==> src/core/resp_carrier_pkg.sv <==
// Constants for the respiration carrier selector: register map, field
// positions, reset values and carrier divider counts.
// Assumes a single 50 MHz system clock and a 16-bit register port.
package resp_carrier_pkg;

  ////////////////////////////////////////////////////////////////////////////
  // Register port geometry
  localparam int          ADDR_W              = 8;
  localparam int          DATA_W              = 16;

  // Register offsets
  localparam logic [7:0]  ACQ_CTRL_ADDR       = 8'h01;  // Acquisition control
  localparam logic [7:0]  RESP_CTRL_ADDR      = 8'h03;  // Respiration control
  localparam logic [7:0]  EXT_SW_ADDR         = 8'h0A;  // Extension switches
  localparam logic [7:0]  CARRIER_STAT_ADDR   = 8'h0B;  // Carrier status, read only

  // Respiration control fields
  localparam int          RESP_EN_BIT         = 0;
  localparam int          FREQ_CODE_LSB       = 1;      // Two bits: 2..1
  localparam int          ALT_FREQ_BIT        = 3;
  localparam int          SYNC_EN_BIT         = 4;
  localparam int          PATH_SEL_LSB        = 5;      // Two bits: 6..5
  localparam int          SYNC_OUT_SEL_BIT    = 7;

  // Acquisition control fields
  localparam int          HIGH_PERF_BIT       = 3;

  // Reset values
  localparam logic [15:0] RESP_CTRL_RESET     = 16'h0000;
  localparam logic [15:0] ACQ_CTRL_RESET      = 16'h0008;  // High performance on
  localparam logic [2:0]  EXT_SW_RESET        = 3'h0;

  ////////////////////////////////////////////////////////////////////////////
  // Carrier frequencies in Hz
  localparam int          CLK_HZ              = 50_000_000;
  localparam int          F_64K               = 64_000;
  localparam int          F_56K               = 56_000;
  localparam int          F_54K               = 54_000;
  localparam int          F_52K               = 52_000;
  localparam int          F_50K               = 50_000;
  localparam int          F_56K9              = 56_900;
  localparam int          F_51K2              = 51_200;
  localparam int          F_46K5              = 46_500;
  localparam int          F_32K               = 32_000;
  localparam int          F_28K               = 28_000;
  localparam int          F_25K5              = 25_500;
  localparam int          F_23K               = 23_000;

  // Half-period counts, rounded to nearest cycle
  localparam int          HALF_W              = 11;
  localparam logic [10:0] H_64K  = 11'((CLK_HZ + F_64K)  / (2 * F_64K));
  localparam logic [10:0] H_56K  = 11'((CLK_HZ + F_56K)  / (2 * F_56K));
  localparam logic [10:0] H_54K  = 11'((CLK_HZ + F_54K)  / (2 * F_54K));
  localparam logic [10:0] H_52K  = 11'((CLK_HZ + F_52K)  / (2 * F_52K));
  localparam logic [10:0] H_50K  = 11'((CLK_HZ + F_50K)  / (2 * F_50K));
  localparam logic [10:0] H_56K9 = 11'((CLK_HZ + F_56K9) / (2 * F_56K9));
  localparam logic [10:0] H_51K2 = 11'((CLK_HZ + F_51K2) / (2 * F_51K2));
  localparam logic [10:0] H_46K5 = 11'((CLK_HZ + F_46K5) / (2 * F_46K5));
  localparam logic [10:0] H_32K  = 11'((CLK_HZ + F_32K)  / (2 * F_32K));
  localparam logic [10:0] H_28K  = 11'((CLK_HZ + F_28K)  / (2 * F_28K));
  localparam logic [10:0] H_25K5 = 11'((CLK_HZ + F_25K5) / (2 * F_25K5));
  localparam logic [10:0] H_23K  = 11'((CLK_HZ + F_23K)  / (2 * F_23K));

  ////////////////////////////////////////////////////////////////////////////
  // Extension switches and respiration paths
  localparam int          NUM_SW              = 3;
  localparam int          NUM_CH              = 5;
  localparam logic [3:0]  BASE_ELECTRODES     = 4'h5;
  localparam int          NUM_PATHS           = 4;      // Lead I, II, III, external

endpackage

==> src/core/carrier_divider.sv <==
// Square-wave generator: toggles its output every half_count clocks.
// Assumes half_count is at least 1; a change restarts the half period.
`timescale 1ns/1ps

module carrier_divider #(
  parameter int HALF_W = 11
) (
  // Clock and reset
  input  wire logic              mclk,
  input  wire logic              reset,
  // Control
  input  wire logic              run,
  input  wire logic [HALF_W-1:0] half_count,
  // Carrier
  output logic                   wave
);

  logic [HALF_W-1:0] cnt_q;    // Cycles left in this half period
  logic [HALF_W-1:0] last_q;   // Count in force, to spot reprogramming

  ////////////////////////////////////////////////////////////////////////////
  // Half-period counter; a new count restarts cleanly, so no runt pulse
  always_ff @(posedge mclk)
  begin
    if (reset || !run)
    begin
      cnt_q  <= '0;
      last_q <= '0;
      wave   <= 1'b0;
    end
    else if (half_count != last_q)
    begin
      // Reprogrammed: restart the half period at the new length
      last_q <= half_count;
      cnt_q  <= half_count - 1'b1;
    end
    else if (cnt_q == '0)
    begin
      // Half period done: flip and reload
      cnt_q <= half_count - 1'b1;
      wave  <= ~wave;
    end
    else
    begin
      cnt_q <= cnt_q - 1'b1;
    end
  end

endmodule // carrier_divider

==> src/core/ext_switch_mux.sv <==
// Extension switch decode: routes each external impedance input onto one
// ECG converter channel. Assumes analog switches driven by these selects.
`timescale 1ns/1ps

module ext_switch_mux #(
  parameter int NUM_SW = 3,
  parameter int NUM_CH = 5
) (
  // Clock and reset
  input  wire logic              mclk,
  input  wire logic              reset,
  // Switch settings
  input  wire logic [NUM_SW-1:0] extension_switches,
  // Channel routing
  output logic [NUM_CH-1:0]      ch_from_external,
  output logic [3:0]             electrode_count
);

  logic [NUM_CH-1:0] route_d;   // Next channel routing
  logic [3:0]        count_d;   // Next electrode total

  ////////////////////////////////////////////////////////////////////////////
  // Switch n takes external input n onto channel n; others keep electrodes
  always_comb
  begin
    route_d = '0;
    count_d = resp_carrier_pkg::BASE_ELECTRODES;
    for (int i = 0; i < NUM_SW; i++)
    begin
      route_d[i] = extension_switches[i];
      count_d    = count_d + {3'h0, extension_switches[i]};
    end
  end

  ////////////////////////////////////////////////////////////////////////////
  // Registered selects so the analog switches see clean levels
  always_ff @(posedge mclk)
  begin
    if (reset)
    begin
      ch_from_external <= '0;
      electrode_count  <= resp_carrier_pkg::BASE_ELECTRODES;
    end
    else
    begin
      ch_from_external <= route_d;
      electrode_count  <= count_d;
    end
  end

endmodule // ext_switch_mux

==> src/core/resp_carrier_freq_select.sv <==
// Respiration carrier frequency selection, carrier sync pin and
// external impedance input extension switches.
// Assumes one 50 MHz clock, synchronous reset and a simple register port
// with read data one cycle after the read strobe.
//
// Contract
// - Alt off: codes give 56/54/52/50 kHz.
// - Alt, high perf, no sync: 64/56.9/51.2/46.5 kHz.
// - Alt, low power: 32/28/25.5/23 kHz always.
// - Sync select drives carrier sync on pin.
// - Sync pin frequency follows the sync table.
// - External inputs can feed ECG channels.
// - Only one respiration path at once.
//
// The strobed register port and the register offsets were chosen for this implementation.
`timescale 1ns/1ps

module resp_carrier_freq_select #(
  parameter int ADDR_W = resp_carrier_pkg::ADDR_W,
  parameter int DATA_W = resp_carrier_pkg::DATA_W,
  parameter int NUM_SW = resp_carrier_pkg::NUM_SW,
  parameter int NUM_CH = resp_carrier_pkg::NUM_CH
) (
  // Clock and reset
  input  wire logic              mclk,
  input  wire logic              reset,
  // Register port
  input  wire logic [ADDR_W-1:0] reg_addr,
  input  wire logic [DATA_W-1:0] reg_wdata,
  input  wire logic              reg_wr,
  input  wire logic              reg_rd,
  output logic [DATA_W-1:0]      reg_rdata,
  // Respiration excitation
  output logic                   resp_carrier,
  output logic [3:0]             resp_path_sel,
  // Carrier sync pin
  output logic                   sync_output_pin_out,
  output logic                   sync_output_pin_oe,
  // Extension switch routing
  output logic [NUM_CH-1:0]      ch_from_external,
  output logic [3:0]             electrode_count
);

  ////////////////////////////////////////////////////////////////////////////
  // Register storage
  logic [DATA_W-1:0] respiration_control_reg_q;  // Respiration control
  logic [DATA_W-1:0] acquisition_control_reg_q;  // Acquisition control
  logic [NUM_SW-1:0] ext_sw_q;                   // Extension switches
  logic [DATA_W-1:0] rdata_d;                    // Read mux result

  // Decoded control fields
  logic              resp_enable;                // Respiration running
  logic [1:0]        carrier_freq_code;          // Carrier frequency code
  logic              alt_freq_select;            // Alternate frequency set
  logic              carrier_sync_enable;        // External sync mode
  logic [1:0]        path_code;                  // Measurement path code
  logic              sync_output_select;         // Sync onto the pin
  logic              high_perf_mode;             // High performance mode

  // Divider controls
  logic [resp_carrier_pkg::HALF_W-1:0] carrier_half;  // Carrier half period
  logic [resp_carrier_pkg::HALF_W-1:0] sync_half;     // Sync half period
  logic              sync_wave;                  // Sync divider output

  ////////////////////////////////////////////////////////////////////////////
  // Field extraction
  assign resp_enable         = respiration_control_reg_q[resp_carrier_pkg::RESP_EN_BIT];
  assign carrier_freq_code   = respiration_control_reg_q[resp_carrier_pkg::FREQ_CODE_LSB +: 2];
  assign alt_freq_select     = respiration_control_reg_q[resp_carrier_pkg::ALT_FREQ_BIT];
  assign carrier_sync_enable = respiration_control_reg_q[resp_carrier_pkg::SYNC_EN_BIT];
  assign path_code           = respiration_control_reg_q[resp_carrier_pkg::PATH_SEL_LSB +: 2];
  assign sync_output_select  = respiration_control_reg_q[resp_carrier_pkg::SYNC_OUT_SEL_BIT];
  assign high_perf_mode      = acquisition_control_reg_q[resp_carrier_pkg::HIGH_PERF_BIT];

  ////////////////////////////////////////////////////////////////////////////
  // Standard table: alternate select off
  function automatic logic [10:0] std_half(input logic [1:0] code);
    case (code)
      2'h0:    std_half = resp_carrier_pkg::H_56K;
      2'h1:    std_half = resp_carrier_pkg::H_54K;
      2'h2:    std_half = resp_carrier_pkg::H_52K;
      default: std_half = resp_carrier_pkg::H_50K;
    endcase
  endfunction

  // Alternate table; only code 01 in high performance differs with sync on
  function automatic logic [10:0] alt_half(input logic [1:0] code,
                                           input logic       hp,
                                           input logic       sync);
    if (hp)
    begin
      case (code)
        2'h0:    alt_half = resp_carrier_pkg::H_64K;
        2'h1:    alt_half = sync ? resp_carrier_pkg::H_56K : resp_carrier_pkg::H_56K9;
        2'h2:    alt_half = resp_carrier_pkg::H_51K2;
        default: alt_half = resp_carrier_pkg::H_46K5;
      endcase
    end
    else
    begin
      case (code)
        2'h0:    alt_half = resp_carrier_pkg::H_32K;
        2'h1:    alt_half = resp_carrier_pkg::H_28K;
        2'h2:    alt_half = resp_carrier_pkg::H_25K5;
        default: alt_half = resp_carrier_pkg::H_23K;
      endcase
    end
  endfunction

  ////////////////////////////////////////////////////////////////////////////
  // Carrier frequency selection
  // The code only picks a divider count; the divider restarts on any
  // change, so a retune costs at most one stretched half period.
  always_comb
  begin
    if (!alt_freq_select)
    begin
      // Standard codes hold whatever the performance mode
      carrier_half = std_half(carrier_freq_code);
    end
    else if (high_perf_mode)
    begin
      // With sync on, the carrier follows the pin so the generator locks
      carrier_half = alt_half(carrier_freq_code, 1'b1, carrier_sync_enable);
    end
    else
    begin
      // Low power ignores the sync setting
      carrier_half = alt_half(carrier_freq_code, 1'b0, 1'b0);
    end
  end

  ////////////////////////////////////////////////////////////////////////////
  // Sync pin frequency selection
  // Limitation: pin and carrier come from separate dividers, so their
  // phase relation is not fixed, only their rates.
  always_comb
  begin
    if (!carrier_sync_enable)
    begin
      // Without external sync the pin mirrors the internal carrier
      sync_half = carrier_half;
    end
    else if (!alt_freq_select)
    begin
      sync_half = resp_carrier_pkg::H_64K;
    end
    else
    begin
      sync_half = alt_half(carrier_freq_code, high_perf_mode, 1'b1);
    end
  end

  ////////////////////////////////////////////////////////////////////////////
  // Carrier and sync dividers
  carrier_divider #(
    .HALF_W     (resp_carrier_pkg::HALF_W)
  ) u_carrier_div (
    .mclk       (mclk),
    .reset      (reset),
    .run        (resp_enable),
    .half_count (carrier_half),
    .wave       (resp_carrier)
  );

  // Separate divider: the pin rate may differ from the carrier rate
  carrier_divider #(
    .HALF_W     (resp_carrier_pkg::HALF_W)
  ) u_sync_div (
    .mclk       (mclk),
    .reset      (reset),
    .run        (sync_output_select),
    .half_count (sync_half),
    .wave       (sync_wave)
  );

  ////////////////////////////////////////////////////////////////////////////
  // Sync pin drive, registered to keep the pin free of decode glitches
  // Enable and level share one register stage, so the pin never shows
  // a level from before it was enabled.
  always_ff @(posedge mclk)
  begin
    if (reset)
    begin
      sync_output_pin_out <= 1'b0;
      sync_output_pin_oe  <= 1'b0;
    end
    else
    begin
      sync_output_pin_out <= sync_output_select & sync_wave;
      sync_output_pin_oe  <= sync_output_select;
    end
  end

  ////////////////////////////////////////////////////////////////////////////
  // Measurement path: one-hot, so only one pair is ever excited
  // The two-bit code can name only one path, so no write, however
  // malformed, can excite a second pair.
  always_ff @(posedge mclk)
  begin
    if (reset)
    begin
      resp_path_sel <= 4'h0;
    end
    else if (resp_enable)
    begin
      resp_path_sel <= 4'h1 << path_code;
    end
    else
    begin
      resp_path_sel <= 4'h0;
    end
  end

  ////////////////////////////////////////////////////////////////////////////
  // Register writes; unmapped addresses are ignored
  // Control words are stored whole, so spare bits read back as written
  // and software read-modify-write stays simple.
  always_ff @(posedge mclk)
  begin
    if (reset)
    begin
      respiration_control_reg_q <= resp_carrier_pkg::RESP_CTRL_RESET;
      acquisition_control_reg_q <= resp_carrier_pkg::ACQ_CTRL_RESET;
    end
    else if (reg_wr)
    begin
      case (reg_addr)
        resp_carrier_pkg::RESP_CTRL_ADDR:
          respiration_control_reg_q <= reg_wdata;
        resp_carrier_pkg::ACQ_CTRL_ADDR:
          acquisition_control_reg_q <= reg_wdata;
        default:
          ;
      endcase
    end
  end

  // Switch settings; routed data settles only after the host's wait
  // The host, not this block, times that wait; nothing here holds the
  // rerouted channel data back.
  always_ff @(posedge mclk)
  begin
    if (reset)
    begin
      ext_sw_q <= resp_carrier_pkg::EXT_SW_RESET;
    end
    else if (reg_wr && reg_addr == resp_carrier_pkg::EXT_SW_ADDR)
    begin
      ext_sw_q <= reg_wdata[NUM_SW-1:0];
    end
  end

  ////////////////////////////////////////////////////////////////////////////
  // Read mux; unmapped addresses read zero
  always_comb
  begin
    rdata_d = '0;
    case (reg_addr)
      resp_carrier_pkg::RESP_CTRL_ADDR:
        rdata_d = respiration_control_reg_q;
      resp_carrier_pkg::ACQ_CTRL_ADDR:
        rdata_d = acquisition_control_reg_q;
      resp_carrier_pkg::EXT_SW_ADDR:
        rdata_d[NUM_SW-1:0] = ext_sw_q;
      resp_carrier_pkg::CARRIER_STAT_ADDR:
        rdata_d[10:0] = carrier_half;
      default:
        rdata_d = '0;
    endcase
  end

  // Read data stands only in the cycle after the strobe
  // Zero outside that cycle, so a master that samples late sees an
  // obvious empty word rather than a stale value.
  always_ff @(posedge mclk)
  begin
    if (reset)
    begin
      reg_rdata <= '0;
    end
    else if (reg_rd)
    begin
      reg_rdata <= rdata_d;
    end
    else
    begin
      reg_rdata <= '0;
    end
  end

  ////////////////////////////////////////////////////////////////////////////
  // Extension switch routing
  ext_switch_mux #(
    .NUM_SW             (NUM_SW),
    .NUM_CH             (NUM_CH)
  ) u_ext_mux (
    .mclk               (mclk),
    .reset              (reset),
    .extension_switches (ext_sw_q),
    .ch_from_external   (ch_from_external),
    .electrode_count    (electrode_count)
  );

endmodule // resp_carrier_freq_select

==> config.mk <==
export PLATFORM = sky130hd
export DESIGN_NAME = resp_carrier_freq_select
export DESIGN_NICKNAME = d
export VERILOG_FILES = /design/src/core/resp_carrier_pkg.sv /design/src/core/carrier_divider.sv /design/src/core/ext_switch_mux.sv /design/src/core/resp_carrier_freq_select.sv
export SDC_FILE = /design/constraint.sdc
export NUM_CORES = 1
export LEC_CHECK = 0
export ABC_AREA = 1
export ABC_CLOCK_PERIOD_IN_PS = 6200
export BUFFER_PORTS_ARGS = -buffer_cell sky130_fd_sc_hd__buf_2
export CORE_MARGIN = 5
export CORE_UTILIZATION = 45
export DETAILED_ROUTE_END_ITERATION = 10
export SLEW_MARGIN = 20
export SYNTH_ARGS = -nofsm -noshare
export SYNTH_HDL_FRONTEND = slang
export SYNTH_SLANG_ARGS = --single-unit
==> constraint.sdc <==
create_clock -name mclk -period 6.2 [get_ports mclk]
set_input_delay 0.62 -clock mclk [delete_from_list [all_inputs] [get_ports mclk]]
set_output_delay 0.62 -clock mclk [all_outputs]
set_load 0.01 [all_outputs]
## Word level (Yosys, flattened, before mapping)

Index checks and enable logic that the tools add are counted.

- Bits in registers: 112
- Input port bits: 28
- Output and inout bits: 32
- Logic and storage cells: 70

- Add/sub/neg operators: 7
- Equality and inequality tests: 8
- Shifts and indexed selects: 1
- Muxes and demuxes: 17
- Bitwise operators: 7
- Reduce and logical (&&, ||, !) cells: 14

Operators with widths:

| operator | count |
|---|---|
| $mux 11 | 9 |
| $pmux 10 s3 | 2 |
| $sub 11x1->11 const B | 4 |
| $pmux 11 s3 | 1 |
| $pmux 8 s3 | 1 |
| $logic_not 11->1 | 2 |
| $ne 11x11->1 | 2 |
| $pmux 7 s3 | 1 |
| $eq 8x4->1 const B | 2 |
| $pmux 3 s4 | 1 |
| $pmux 5 s2 | 1 |
| $add 4x1->4 | 2 |
| $eq 8x1->1 const B | 1 |
| $eq 8x2->1 const B | 1 |
| $reduce_and 2->1 | 4 |
| $not 1->1 | 6 |
| $add 3x1->4 const A | 1 |
| $mux 4 | 1 |
| $reduce_or 2->1 | 2 |
| $shl 1x2->4 const A | 1 |
| $eq 2x1->1 const B | 1 |
| $eq 2x2->1 const B | 1 |
| $logic_not 1->1 | 2 |
| $logic_not 2->1 | 1 |
| other kinds (3) | 4 |

## Longest topological paths before layout

- Depth after elaboration: 8
- Depth in mapped cells: 17
- Mapped depth without buffers: 17

## Hierarchy

From an unflattened synthesis, not the netlist that was laid out.

- Cells, all modules: 905
- Area, all modules: 5908.2 sq um

Modules (own cells, without submodules):

| module | times used | cells an instance | area each (sq um) | seq. area each (sq um) |
|---|---|---|---|---|
| carrier_divider | 2 | 253 | 1512.7 | 460.4 |
| resp_carrier_freq_select | 1 | 369 | 2613.8 | 1141.1 |
| ext_switch_mux | 1 | 30 | 269.0 | 140.1 |

## Least setup slack after synthesis

Ideal clock, no wire load.

- Path kind: register to register
- Start: reg respiration_control_reg_q[2]
- End: reg u_carrier_div.cnt_q[6]
- Library setup time: 0.113 ns
- Arrival time: 2.144 ns
- Required time: 6.087 ns
- Slack: 3.943 ns
- Stages on the path, launching flop included: 18
- Path buffers: 0
- Period minus slack after synthesis: 2.257 ns
- Path through: dfxtp_1 > inv_1 > ha_1 > inv_1 > nor2_1 > a21oi_2 > nand2_1 > inv_1 > ha_1 > inv_1 > nor3_2 > nand2_1 > nand2_1 > nand2_1 > inv_1 > nand2_1 > nand2_1 > nor2_1

- Word-level cells in the longest chain between the ends: 7
- Elaborated cells between the ends (all ways): 12
- Classes of those cells: add/sub (1); eq/ne (3); mux (7); reduce/logical (1)

Ends and longest elaborated chain:

| what | line | text |
|---|---|---|
| start: declaration | resp_carrier_freq_select.sv:46 | `logic [DATA_W-1:0] respiration_control_reg_q;` |
| start signal: assignment | resp_carrier_freq_select.sv:223 | `respiration_control_reg_q <= resp_carrier_pkg::RESP_CTRL_RESET;` |
| start signal: assignment | resp_carrier_freq_select.sv:230 | `respiration_control_reg_q <= reg_wdata;` |
| $eq 2x2->1 (tied with other cells) | resp_carrier_freq_select.sv:78, resp_carrier_freq_select.sv:92, resp_carrier_freq_select.sv:101 |  |
| $pmux 11 s3 or $pmux 10 s3 (tied branches) | resp_carrier_freq_select.sv:101, resp_carrier_freq_select.sv:92 |  |
| $mux 11 | resp_carrier_freq_select.sv:121 | `else if (high_perf_mode)` |
| $mux 11 * | resp_carrier_freq_select.sv:116 | `if (!alt_freq_select)` |
| $sub 11x1->11 | carrier_divider.sv:35, carrier_divider.sv:40 |  |
| $mux 11 | carrier_divider.sv:37 | `else if (cnt_q == '0)` |
| $mux 11 * | carrier_divider.sv:31 | `else if (half_count != last_q)` |
| end signal: assignment | carrier_divider.sv:35 | `cnt_q <= half_count - 1'b1;` |
| end signal: assignment | carrier_divider.sv:40 | `cnt_q <= half_count - 1'b1;` |
| end signal: assignment | carrier_divider.sv:45 | `cnt_q <= cnt_q - 1'b1;` |
| end: declaration | carrier_divider.sv:18 | `logic [HALF_W-1:0] cnt_q;` |

Every way passes the cells marked *; elsewhere a longest branch is shown, timed or not.
A chain may end at the register's enable or synchronous reset.

## Worst setup path after layout

- Start: reg respiration_control_reg_q[2]
- End: reg u_carrier_div.cnt_q[2]

Same word-level chain as after synthesis.

==> metrics.csv <==
metric,value,unit
crit_chain,inv_1 > ha_1 > inv_1 > nand2_1 > nand3_1 > nand2_1 > nand2_1 > nand2_1 > nor2_1 > nand3_1 > nor2_1 > nand3_1 > nand2_1 > nor2_1,
hpwl,10700,um
areaGrowthSynthToFinish,12.2,%
initial_core_util,0.455,
critical_path_required,6.45,ns
htreeDepth,3,
cts_resized,0,
final_util,0.510,
synth_seq_cells,110,
grtUsageTotal,0.199,
cts_tree,done,
power_density,206,nW/um2
finalWirelength,14200,um
core,12500,um2
syn_area,5670,um2
ant_nets,0,
layout_min_cycle_time,2.94,ns
synthDistinctLibCells,41,
cp_data_arrival_time,3.19,ns
postCtsSetupBuffers,0,
path_max_fanout,11,
irDropWorstVdd,0.118,mV
dieWidth,122,um
drc_errors,0,
grt_max_degree,37,
finalSetupViolCount,0,
synth_edf_count,0,
path_clk_slew,0.08,ns
ys_async_sr_fraction,0,
grt_pass1_vias,4846,
num_vias,5081,
insertion_delay,0.36,ns
fill_cells,1265,
n_antenna_cell,0,
layout-drive-gt1-share,0.136,
ys_seq_area_frac,0.388,
hold_path.class,reg2reg,
synthCells,807,
dpl_cell_area,6070,um2
final_cell_mix,"167 x nand2_1, 121 x inv_1, 110 x dfxtp_1",
final_common_cell,nand2_1,
cap_violations,0,
fmax,340,MHz
vias_per_cell,4.91,
place_congestion,0.948,
status,finished clean,
grt_overflow,0,
antenna_found_initial,0,
worst_setup_path_start_kind,register,
cts_sinks,110,
critPathSlowestCell,nor2_1,
crit_type,reg2reg,
die_height,122,um
yosysWarnings,0,
synth.avg_cell_area,7.03,um2
fin_tns_setup,0,ns
drv_slew,0,
slew_headroom,0.323,
critical-path-max-stage-delay,0.51,ns
holdWs,0.459,ns
finish.instance_area,6360,um2
die_area,14900,um2
pin_count,60,
layout.nets,901,
row_count,41,
rsz0062_at_grt,no,
cts_buffers,9,
wl_per_cell,13.7,um
grt_pass1_wl,23400,um
root_buffer,clkbuf_16,
drtPass1Iterations,5,
synthFlopType,dfxtp_1,
p_leak,0.00296,uW
cp-end-kind,register,
clockBufferDepth,2,
port_buffers,57,
worst_slew_pin_slew,1.01,ns
cp_common_cell,nand2_1,
fin_crit_sh,0.474,
hold_buffers,0,
hold_viol,0,
drt_iter0_drc,351,
final_cells,1035,
placed_cells,1019,
finClkSkew,0.00747,ns
[critical path: cells and delay by family (launching register included)]
kind | cells | cell delay, ns
buffers and inverters | 2 | 0.31
adder cells (fa/ha/maj) | 1 | 0.41
flip-flops | 1 | 0.47
AND/OR/NAND/NOR | 11 | 1.64
[area by class of cell]
class                           count  area [um2]  area share
Inverter                          126         473      0.0743
Tap cell                          172         215      0.0338
Sequential cell                   110        2200       0.346
Clock inverter                      7        63.8      0.0100
Multi-Input combinational cell    550        2870       0.451
Clock buffer                        9         225      0.0354
Timing Repair Buffer               61         315      0.0496
[path summary, 6_finish.rpt]
check / startpoint / endpoint / slack [ns] / depth (start not counted)
max reg2reg: respiration_control_reg_q[2] / u_carrier_div.cnt_q[2] / 3.26 / 14
max: respiration_control_reg_q[2] / u_carrier_div.cnt_q[2] / 3.26 / 14
min reg2reg: u_sync_div.wave / sync_output_pin_out / 0.46 / 2
min: u_sync_div.wave / sync_output_pin_out / 0.46 / 2
[kinds of logic after synthesis]
kind of cell | count (synthesis) | share of synthesized area
compound gates | 116 | 0.113
other cells | 1 | 0.000661
fa+ha+maj | 15 | 0.0331
simple gates | 389 | 0.314
buf+inv | 148 | 0.108
flops | 110 | 0.388
xor+xnor | 28 | 0.0432
[layer usage]
metal,track usage,share of wire,vias to the layer above,wire [um]
met1,0.264,0.46,2289,6530
li1,-,-,2652,-
met2,0.321,0.46,120,6570
met3,0.0456,0.058,20,820
met5,0,0,-,0
met4,0.0693,0.017,0,243
[metrics by stage]
step / setup slack (ns) / power, uW
floorplan: 3.94 / 743
global placement: 3.29 / 758
detailed placement: 3.31 / 759
CTS: 3.28 / 1330
global route: 2.93 / 1360
finish: 3.26 / 1310
[synth_stat cells (all sizes together), types with 5 or more instances]
cell	count	area, um2
buf	9	71.3
a21oi	51	259
xnor2	10	87.6
nand2b	5	31.3
nand2	179	712
nand4	16	113
dfxtp	110	2200
nand3	54	325
ha	15	188
nand3b	7	52.6
nor2	109	424
o21ai	46	241
inv	126	473
o211ai	10	75.1
xor2	18	158
clkbuf	13	68.8
nor3	14	75.1
[registers in the layout (all words and copies together) (netlist names), 11 cells and up]
signal	cells
acquisition_control_reg_q	16
reg_rdata	16
respiration_control_reg_q	16
u_carrier_div.cnt_q	11
u_carrier_div.last_q	11
u_sync_div.cnt_q	11
u_sync_div.last_q	11
[where the power goes]
part	internal, uW	total [uW]	leakage (uW)	switching, uW
Sequential	706	707	0.000886	0.658
Clock	282	567	0.000136	285
Combinational	11.7	34.9	0.00194	23.2
Total	1000	1310	0.00296	309
Note: power is estimated with default switching activity, not from simulation.
